**src/inc/dcd_pkg.sv**
```systemverilog
// constants for the dual current dac control block
//
// Overview of operation
// - Two independent outputs each offer fifteen nonzero sink and source settings.
// - Output zero is set by the register at address f8 and output one by the one at f9.
// - Bit 7 selects sink when zero and source when one, and it is zero after power-on.
// - Bits 3 to 0 form the magnitude code, which is zero after power-on.
// - A magnitude code of zero gives zero current whatever the direction bit holds.
// - After power-up both outputs give zero current until the host writes a setting.
// - Each code step adds one fifteenth of full scale to the output current.
// - Each output takes its full scale from its own calibration input.
// - The serial port works with standard-mode and fast-mode bus clocks up to 400 kHz.
// - The device answers the address byte 90h for write and 91h for read.
// - After a mismatched address the device ignores the bus until the next start.
package dcd_pkg;
	// ==========================================================
	// register map
	localparam logic [7:0] ADDR_OUTPUT0_SETTING = 8'hf8;
	localparam logic [7:0] ADDR_OUTPUT1_SETTING = 8'hf9;
	localparam logic [7:0] SETTING_RESET        = 8'h00;
	localparam logic [7:0] SETTING_WRITE_MASK   = 8'h8f;
	localparam int         DIRECTION_BIT        = 7;
	localparam int         CODE_MSB             = 3;
	localparam int         CODE_LSB             = 0;
	localparam int         CODE_STEPS           = 15;
	localparam logic [7:0] UNMAPPED_READ        = 8'h00;
	// ==========================================================
	// serial port
	localparam logic [6:0] SLAVE_ADDRESS        = 7'h48;
	localparam int         BUS_MAX_KHZ          = 400;
	localparam int         SYS_CLK_KHZ          = 50000;
	localparam int         SCL_MIN_CYCLES       = SYS_CLK_KHZ / BUS_MAX_KHZ;
	localparam logic [3:0] BITS_PER_BYTE        = 4'h8;
	// ==========================================================
	// byte engine states
	typedef enum logic [2:0] {
		ST_IDLE,
		ST_ADDR,
		ST_MEM,
		ST_WDATA,
		ST_RDATA,
		ST_RACK,
		ST_IGNORE
	} dcd_state_type;
endpackage : dcd_pkg

```
**src/rtl/dcd_sync.sv**
```systemverilog
// two flip-flop synchroniser for pins from outside the clock domain
module dcd_sync #(
	parameter int WIDTH = 1
) (
	input  wire logic             sys_clk,
	input  wire logic             rst_n,
	input  wire logic             clk_en,
	input  wire logic [WIDTH-1:0] async_in,
	input  wire logic [WIDTH-1:0] reset_value,
	output logic      [WIDTH-1:0] sync_out
);
	logic [WIDTH-1:0] meta;

	// ==========================================================
	// first stage feeds only the second stage
	always_ff @(posedge sys_clk)
	begin
		if (!rst_n)
		begin
			meta     <= reset_value;
			sync_out <= reset_value;
		end
		else if (clk_en)
		begin
			meta     <= async_in;
			sync_out <= meta;
		end
	end
endmodule : dcd_sync

```
**src/rtl/dcd_dual_current_dac.sv**
```systemverilog
// bus slave, setting registers and current computation for two outputs
module dcd_dual_current_dac #(
	parameter int FS_W = 12
) (
	input  wire logic              sys_clk,
	input  wire logic              rst_n,
	input  wire logic              clk_en,
	input  wire logic              scl_in,
	input  wire logic              sda_in,
	output logic                   sda_out,
	output logic                   sda_oe,
	input  wire logic [FS_W-1:0]   range_calibration_input_zero,
	input  wire logic [FS_W-1:0]   range_calibration_input_one,
	output logic      [FS_W-1:0]   current_output_zero,
	output logic                   current_output_zero_source,
	output logic                   current_output_zero_sink,
	output logic      [FS_W-1:0]   current_output_one,
	output logic                   current_output_one_source,
	output logic                   current_output_one_sink,
	output logic      [7:0]        output0_current_setting,
	output logic      [7:0]        output1_current_setting
);
	import dcd_pkg::*;

	localparam int SW = 2 + 2 * FS_W;

	// ==========================================================
	// pin synchronisers
	logic [SW-1:0]   sync_raw;
	logic [SW-1:0]   sync_val;
	logic            scl_s;
	logic            sda_s;
	logic            scl_d;
	logic            sda_d;
	logic [FS_W-1:0] fs_val [2];

	dcd_sync #(
		.WIDTH (SW)
	) u_sync (
		.sys_clk     (sys_clk),
		.rst_n       (rst_n),
		.clk_en      (clk_en),
		.async_in    (sync_raw),
		.reset_value ('1),
		.sync_out    (sync_val)
	);

	assign sync_raw  = {range_calibration_input_one, range_calibration_input_zero, sda_in, scl_in};
	assign scl_s     = sync_val[0];
	assign sda_s     = sync_val[1];
	assign fs_val[0] = sync_val[2 +: FS_W];
	assign fs_val[1] = sync_val[2+FS_W +: FS_W];

	// ==========================================================
	// bus event decode
	wire scl_rise   = scl_s & ~scl_d;
	wire scl_fall   = ~scl_s & scl_d;
	wire start_seen = scl_s & scl_d & sda_d & ~sda_s;
	wire stop_seen  = scl_s & scl_d & ~sda_d & sda_s;

	always_ff @(posedge sys_clk)
	begin
		if (!rst_n)
		begin
			scl_d <= 1'b1;
			sda_d <= 1'b1;
		end
		else if (clk_en)
		begin
			scl_d <= scl_s;
			sda_d <= sda_s;
		end
	end

	// ==========================================================
	// setting registers
	logic [7:0] setting [2];
	logic [7:0] ptr;
	logic [7:0] shreg;
	logic [3:0] bit_cnt;
	logic       ack_phase;
	logic       rack_ok;
	dcd_state_type state;
	wire        byte_done = (bit_cnt == BITS_PER_BYTE);

	wire        hit0      = (ptr == ADDR_OUTPUT0_SETTING);
	wire        hit1      = (ptr == ADDR_OUTPUT1_SETTING);
	wire [7:0]  read_val  = hit0 ? setting[0] : hit1 ? setting[1] : UNMAPPED_READ;
	wire        addr_hit  = (shreg[7:1] == SLAVE_ADDRESS);
	wire        wr_strobe = clk_en & scl_fall & ~ack_phase & byte_done & (state == ST_WDATA);
	wire [7:0]  wr_val    = shreg & SETTING_WRITE_MASK;

	always_ff @(posedge sys_clk)
	begin
		if (!rst_n)
		begin
			setting[0] <= SETTING_RESET;
			setting[1] <= SETTING_RESET;
		end
		else if (wr_strobe)
		begin
			if (hit0)
				setting[0] <= wr_val;
			if (hit1)
				setting[1] <= wr_val;
		end
	end

	// ==========================================================
	// byte engine
	always_ff @(posedge sys_clk)
	begin
		if (!rst_n)
		begin
			state     <= ST_IDLE;
			ptr       <= 8'h00;
			shreg     <= 8'h00;
			bit_cnt   <= 4'h0;
			ack_phase <= 1'b0;
			rack_ok   <= 1'b0;
			sda_oe    <= 1'b0;
		end
		else if (clk_en)
		begin
			if (start_seen)
			begin
				state     <= ST_ADDR;
				bit_cnt   <= 4'h0;
				ack_phase <= 1'b0;
				sda_oe    <= 1'b0;
			end
			else if (stop_seen)
			begin
				state     <= ST_IDLE;
				ack_phase <= 1'b0;
				sda_oe    <= 1'b0;
			end
			else if (scl_rise)
			begin
				case (state)
					ST_ADDR, ST_MEM, ST_WDATA:
					begin
						if (!ack_phase && !byte_done)
						begin
							shreg   <= {shreg[6:0], sda_s};
							bit_cnt <= bit_cnt + 4'h1;
						end
					end
					ST_RDATA:
					begin
						if (!ack_phase)
						begin
							shreg   <= {shreg[6:0], 1'b0};
							bit_cnt <= bit_cnt + 4'h1;
						end
					end
					ST_RACK:
					begin
						rack_ok <= ~sda_s;
						if (!sda_s)
							ptr <= ptr + 8'h01;
					end
					default:
					begin
						bit_cnt <= bit_cnt;
					end
				endcase
			end
			else if (scl_fall)
			begin
				if (ack_phase)
				begin
					ack_phase <= 1'b0;
					bit_cnt   <= 4'h0;
					sda_oe    <= (state == ST_RDATA) & ~shreg[7];
				end
				else
				begin
					case (state)
						ST_ADDR:
						begin
							if (byte_done && addr_hit)
							begin
								ack_phase <= 1'b1;
								sda_oe    <= 1'b1;
								state     <= shreg[0] ? ST_RDATA : ST_MEM;
								shreg     <= read_val;
							end
							else if (byte_done)
								state <= ST_IGNORE;
						end
						ST_MEM:
						begin
							if (byte_done)
							begin
								ptr       <= shreg;
								ack_phase <= 1'b1;
								sda_oe    <= 1'b1;
								state     <= ST_WDATA;
							end
						end
						ST_WDATA:
						begin
							if (byte_done)
							begin
								ptr       <= ptr + 8'h01;
								ack_phase <= 1'b1;
								sda_oe    <= 1'b1;
							end
						end
						ST_RDATA:
						begin
							if (byte_done)
							begin
								sda_oe  <= 1'b0;
								state   <= ST_RACK;
								bit_cnt <= 4'h0;
							end
							else
								sda_oe <= ~shreg[7];
						end
						ST_RACK:
						begin
							if (rack_ok)
							begin
								state  <= ST_RDATA;
								shreg  <= read_val;
								sda_oe <= ~read_val[7];
							end
							else
								state <= ST_IGNORE;
						end
						default:
						begin
							sda_oe <= 1'b0;
						end
					endcase
				end
			end
		end
	end

	assign sda_out = 1'b0;

	// ==========================================================
	// current computation per output
	logic [FS_W-1:0] amount [2];
	logic            src    [2];
	logic            snk    [2];

	genvar ch;
	generate
		for (ch = 0; ch < 2; ch++)
		begin : g_out
			wire [3:0]      code    = setting[ch][CODE_MSB:CODE_LSB];
			wire            dir     = setting[ch][DIRECTION_BIT];
			wire            nonzero = (code != 4'h0);
			wire [FS_W+3:0] prod    = {4'h0, fs_val[ch]} * {{FS_W{1'b0}}, code};
			wire [FS_W+3:0] scaled  = prod / (FS_W+4)'(CODE_STEPS);

			always_ff @(posedge sys_clk)
			begin
				if (!rst_n)
				begin
					amount[ch] <= '0;
					src[ch]    <= 1'b0;
					snk[ch]    <= 1'b0;
				end
				else if (clk_en)
				begin
					amount[ch] <= scaled[FS_W-1:0];
					src[ch]    <= nonzero & dir;
					snk[ch]    <= nonzero & ~dir;
				end
			end
		end
	endgenerate

	assign current_output_zero        = amount[0];
	assign current_output_zero_source = src[0];
	assign current_output_zero_sink   = snk[0];
	assign current_output_one         = amount[1];
	assign current_output_one_source  = src[1];
	assign current_output_one_sink    = snk[1];
	assign output0_current_setting    = setting[0];
	assign output1_current_setting    = setting[1];
endmodule : dcd_dual_current_dac

```
**config.mk**
```make
export PLATFORM = sky130hd
export DESIGN_NAME = dcd_dual_current_dac
export DESIGN_NICKNAME = d
export VERILOG_FILES = /design/src/inc/dcd_pkg.sv /design/src/rtl/dcd_sync.sv /design/src/rtl/dcd_dual_current_dac.sv
export SDC_FILE = /design/constraint.sdc
export NUM_CORES = 1
export LEC_CHECK = 0
export BUFFER_PORTS_ARGS = -buffer_cell sky130_fd_sc_hd__buf_2
export CAP_MARGIN = 20
export CORE_MARGIN = 2
export CORE_UTILIZATION = 55
export CTS_BUF_LIST = sky130_fd_sc_hd__clkbuf_4 sky130_fd_sc_hd__clkbuf_8 sky130_fd_sc_hd__clkbuf_16
export DETAILED_ROUTE_END_ITERATION = 10
export GPL_TIMING_DRIVEN = 0
export HOLD_SLACK_MARGIN = 0.08
export PLACE_DENSITY = 0.73
export SLEW_MARGIN = 15
export SYNTH_ARGS = -nofsm -noshare
export SYNTH_HDL_FRONTEND = slang
export SYNTH_HIERARCHICAL = 1
export SYNTH_SLANG_ARGS = --single-unit
```
**constraint.sdc**
```tcl
create_clock -name sys_clk -period 11.49 [get_ports sys_clk]
set_input_delay 1.149 -clock sys_clk [delete_from_list [all_inputs] [get_ports sys_clk]]
set_output_delay 1.149 -clock sys_clk [all_outputs]
set_load 0.005 [all_outputs]
```
## Word level (Yosys, flattened, before mapping)

Memories as Yosys holds them, arrays and structs flattened.
Index checks and enable logic that the tools add are counted.
Widths: inputs -> output; s select.

| word-level totals | value |
|---|---|
| output and inout port bits | 46 |
| register bits | 80 |
| memories kept | 4 |
| bits in latches | 0 |
| word-level logic and storage cells | 189 |
| memory bits (writable) | 38 |
| ROM bits | 0 |

| cells by class | value |
|---|---|
| $lt $le $gt $ge | 0 |
| muxes and demuxes | 79 |
| shift-type cells | 0 |
| divide/modulo/power cells | 2 |
| bitwise gates (word level) | 35 |
| multipliers | 2 |
| reduce and logical (&&, ||, !) cells | 23 |
| eq/ne operators | 31 |
| add/sub/neg operators | 2 |

Memory list:

| memory | depth | width | rd ports | clocked after Yosys merged registers in | write ports | line | text |
|---|---|---|---|---|---|---|---|
| amount | 2 | 12 | 2 | 0 | 2 | dcd_dual_current_dac.sv:247 | `logic [FS_W-1:0] amount [2];` |
| setting | 2 | 5 | 2 | 0 | 2 | dcd_dual_current_dac.sv:77 | `logic [7:0] setting [2];` |
| snk | 2 | 1 | 2 | 0 | 2 | dcd_dual_current_dac.sv:249 | `logic snk [2];` |
| src | 2 | 1 | 2 | 0 | 2 | dcd_dual_current_dac.sv:248 | `logic src [2];` |

Operators with widths:

| kind | number |
|---|---|
| $mux 8 | 16 |
| $pmux 8 s2 | 3 |
| $mux 4 | 9 |
| $div 16x4->16 const B | 2 |
| $mul 12x4->16 | 2 |
| $mux 1 | 32 |
| $mux 3 | 10 |
| $mux 12 | 2 |
| $ne 3x3->1 const B | 6 |
| $and 1x1->1 | 16 |
| $eq 8x8->1 const B | 2 |
| $ne 4x4->1 const B | 4 |
| $reduce_and 8->1 | 2 |
| $reduce_bool 4->1 | 4 |
| $ne 5x5->1 const B | 3 |
| $pmux 3 s4 | 1 |
| $reduce_bool 3->1 | 4 |
| $not 1->1 | 11 |
| $reduce_and 11->1 | 1 |
| $mux 5 | 2 |
| $reduce_and 10->1 | 1 |
| $add 8x1->8 const B | 1 |
| $ne 2x2->1 const B | 4 |
| $or 1x1->1 | 8 |
| other kinds (23) | 28 |

## Depth between registers and ports, before layout

| logic depth | value |
|---|---|
| depth in word-level cells | 11 |
| gate-level depth with buffers | 37 |
| depth with buffers taken out | 33 |

## By module

Netlist, hierarchy kept.

By module, submodules not included:

| module | sequential area each (µm²) | cells each | instances | area each (µm²) |
|---|---|---|---|---|
| dcd_dual_current_dac | 1681.6 | 1259 | 1 | 9980.8 |
| dcd_sync | 1561.5 | 111 | 1 | 2448.6 |

## Least setup slack after synthesis

No wires, ideal clock.

| timing path | value |
|---|---|
| kind | reg-to-reg |
| start point | mem setting[0][8] in the netlist's numbering |
| end point | mem amount[1][0] (data pin) |
| arrival time | 7.982 ns |
| stages on the path, launching flop included | 35 |
| data required time | 11.338 ns |
| path slack | 3.356 ns |
| setup time | 0.152 ns |
| path through | edfxtp_1 > clkbuf_1 > and2_1 > fa_1 > inv_1 > fa_1 > inv_1 > ha_1 > buf_2 > a21oi_1 > nor2_1 > o32a_1 > a31oi_2 > xnor2_1 > buf_2 > a21oi_1 > nor3_1 > nor2_1 > or4_4 > a21oi_2 > o21ai_1 > o21ai_1 > and2_1 > buf_2 > o21ai_0 > a221o_1 > or3_4 > a2111oi_4 > o21a_1 > a21oi_1 > ha_1 > nor3b_1 > nand3b_1 > mux2_1 > a31oi_1 |

RTL lines:

| what | line |
|---|---|
| start, declared | dcd_dual_current_dac.sv:77 |
| end, declared | dcd_dual_current_dac.sv:247 |

==> results_tabular.tex <==
\begin{tabular}{lr}
\hline
Metric & Value \\
\hline
\multicolumn{2}{l}{\textbf{Detailed routing}} \\
DRT Wirelength & between 20,000 and 30,000 um \\
WL per Instance & 16.1 um \\
Initial DRC count & $\sim$720 \\
ANT nets after route & 0 \\
Via density & 5.93 \\
Detailed Routing Iterations Pass 1 & 6 \\
DRC viols & 0 \\
Total vias in the final route & about 11,000 \\
\multicolumn{2}{l}{\textbf{Critical path}} \\
Arrival time worst endpoint & $\sim$10 ns \\
Worst reg2reg path startpoint & setting[0][8] \\
Slowest library cell on the worst path & nor3\_1 \\
Crit. End Element & flip-flop \\
Cells on worst reg2reg path & 33 \\
Most frequent CP cell & a21oi\_1 \\
Data required time at the worst endpoint & $\sim$12 ns \\
Maximum fanout encountered on the critical timing path & 10 \\
Worst path max stage delay & 0.69 ns \\
Worst setup path category & flip-flop to flip-flop \\
Worst setup startpoint & setting[0][8] \\
Startpoint class of the critical path & flip-flop \\
\multicolumn{2}{l}{\textbf{Timing}} \\
Number of slew-limit violations in the final report & 0 \\
Highest clock frequency the design can meet & roughly 100 MHz \\
Slew at the pin closest to its max-slew limit & 0.825 ns \\
Max Clock Skew & between 0.02 and 0.03 ns \\
Total of endpoints with negative setup slack in the final report & 0 \\
Sum of negative setup slack & 0 ns \\
Minimum clock period after layout & slightly below 10 ns \\
Number of failing hold endpoints at the final stage & 0 \\
Remaining max-slew budget at the tightest pin & between 40 and 50\% \\
Post-route clock period utilization & a little over four fifths \\
Setup repair after global routing missed its margin & no \\
\multicolumn{2}{l}{\textbf{Cells and area}} \\
Filler Cells Inserted & just under 2,000 \\
Fraction of final layout cells sized beyond drive strength 1 & 16.6\% \\
Layout net count & around 1,600 \\
Area Overhead vs Synth & 12.8\% \\
Final standard cell area without fillers & approximately 14,000 um2 \\
\multicolumn{2}{l}{\textbf{Synth}} \\
Post-synth ARST share & 0\% \\
Count of flip-flops with a built-in enable after synthesis & 88 \\
Most frequent cell after synthesis & nand2\_1 \\
Flop and latch count out of synthesis & around 120 \\
Most frequent cells after synthesis & 104 x nand2\_1, 90 x and2\_1, 89 x a21oi\_1 \\
Area contributors post-synth & edfxtp\_1 21\%, fa\_1 6.4\%, mux2\_4 6.2\%, ha\_1 5.0\%, dfxtp\_1 4.8\% \\
Proportion of netlist area held by the largest area contributor & between 20\% and 30\% \\
Post-synthesis cell area & 12,400 um2 \\
Register area share after synthesis & 26.1\% \\
Post-synth top area cell & edfxtp\_1 \\
Warnings from Yosys & 6 \\
Primary FF master, synth & edfxtp\_1 \\
Number of standard cells after synthesis & approximately 1,400 \\
Average instance area after synthesis & between 9 and 10 um2 \\
Number of library cell types mapped by synthesis & between 100 and 150 \\
\multicolumn{2}{l}{\textbf{Job}} \\
Reported max-cap violation count & 0 \\
\multicolumn{2}{l}{\textbf{Global routing}} \\
Vias in the first global route & 10,100 \\
Antenna violations before repair & 1 \\
First-pass GRT wire length & slightly below 50,000 um \\
Global-route total usage across every layer & $\sim$24\% \\
Grt ovf & 0 \\
Largest net degree at the start of global routing & 31 \\
\multicolumn{2}{l}{\textbf{Min path}} \\
Hold path depth & 1 \\
Hold WC Path Type & flip-flop to flip-flop \\
Launch instance of the worst min-delay path & src[1] \\
\multicolumn{2}{l}{\textbf{Placed design}} \\
DP HPWL & between 20,000 and 25,000 um \\
Buffers on Ports & 67 \\
Instance area after placement & about 13,000 um2 \\
RD Place Congestion & 0.910 \\
\multicolumn{2}{l}{\textbf{Status}} \\
Outcome & complete, no violations \\
\multicolumn{2}{l}{\textbf{Floorplan}} \\
Die span in y & approximately 150 um \\
Die ar. & roughly 24,000 um2 \\
Core Area & 22,400 um2 \\
Die Span X & 154 um \\
Initial standard-cell utilization of the core & 55.4\% \\
I/O pin cnt & 75 \\
Site Rows & 55 \\
\multicolumn{2}{l}{\textbf{CTS}} \\
H-tree depth & 4 \\
Clock root buffer & clkbuf\_16 \\
Number of buffers created by CTS & 17 \\
Buffer count from post-CTS setup fixing & 0 \\
Clk Latency, worst-skew pair & $\sim$0.43 ns \\
CTS hold repair buffers & 0 \\
Buffers from clock root to sink, at most & 2 \\
Clock input transition at the sequential cells of the worst setup and hold paths & 0.06 ns \\
Sinks on the clock net & about 120 \\
Post-CTS sizing & 0 \\
CTS tree & yes \\
\hline
\end{tabular}
-- cells by family after synthesis --
kind of cell               after synthesis  share of synthesized area, %
AOI/OAI and AO/OA                      421                          24.6
xor gates and xnor gates                44                          3.22
and+or+nand+nor                        456                          19.5
buffers and inverters                  152                          5.79
DFF                                    118                          26.1
adders and majority gates               93                          11.7
other                                    2                        0.0604
muxes                                   84                          8.95
-- state kept, by name (all words and copies together), names as in the netlist --
| name | cells |
|---|---|
| sda_d | 1 |
| setting | 10 |
| u_sync/meta | 26 |
| scl_d | 1 |
| rack_ok | 1 |
| amount | 24 |
| u_sync/sync_out | 26 |
| src | 2 |
| shreg | 8 |
| snk | 2 |
| ptr | 8 |
| bit_cnt | 4 |
| state | 3 |
| ack_phase | 1 |
| sda_oe | 1 |
-- area by class of cell --
type | count | area (um2) | share of cell area (%)
multi-input cells | 1157 | 8680 | 61.9
flip-flops and latches | 118 | 3240 | 23.1
clock buffers | 26 | 582 | 4.15
plain buffers | 64 | 389 | 2.78
repair buffers | 69 | 383 | 2.73
well taps | 285 | 357 | 2.54
inverters | 88 | 330 | 2.36
clock inverters | 6 | 50.0 | 0.357
diodes | 1 | 2.50 | 0.0178
-- critical path, delay by kind of cell (launching register included) --
| kind | cells | cell delay (ns) |
|---|---|---|
| AOI/OAI and AO/OA | 14 | 3.89 |
| and+or+nand+nor | 8 | 2.14 |
| adders and majority gates | 4 | 1.60 |
| buffers and inverters | 5 | 0.80 |
| DFF | 1 | 0.53 |
| muxes | 1 | 0.32 |
| xor gates and xnor gates | 1 | 0.19 |
-- placed cells by master, fill, tap and decap left out, types with 40 or more instances in the layout --
cell      netlist  layout
nand2_1       104     104
and2_1         90      90
a21oi_1        89      89
inv_1          88      88
edfxtp_1       88      88
nor2_1         85      85
buf_2           9      76
o21ai_0        62      62
conb_1          2      59
mux2_4         51      51
ha_1           50      50
fa_1           40      40
-- through the flow --
step           hold WS [ns]  utilization [%]  worst slack (ns)  instances
2_1_floorplan         0.449                -              3.36       1427
3_3_place_gp          0.443             59.4              2.29       1779
3_5_place_dp          0.464             59.5              2.08       1780
4_1_cts               0.476             62.4              2.03       1812
5_1_grt               0.503             62.5              1.17       1814
6_report              0.475             62.5              1.85       1814
-- worst paths after layout --
check / endpoint / slack, ns
hold reg to reg: src[1] / 0.48
setup reg to reg: amount[1][0] / 1.85
setup / recovery: amount[1][0] / 1.85
hold / removal: src[1] / 0.48
-- routing by layer --
layer  routed length [um]  share of wire [%]  GRT usage (%)
met1                13900                 48           34.6
met2                13300                 46           39.4
met3                 1490                5.1           3.50
met4                  367                1.3           6.35
met5                    0                  0              0
Power is left out: the tool's default activity adds up to more than one toggle a clock period on the data nets, which glitch-free logic cannot reach.
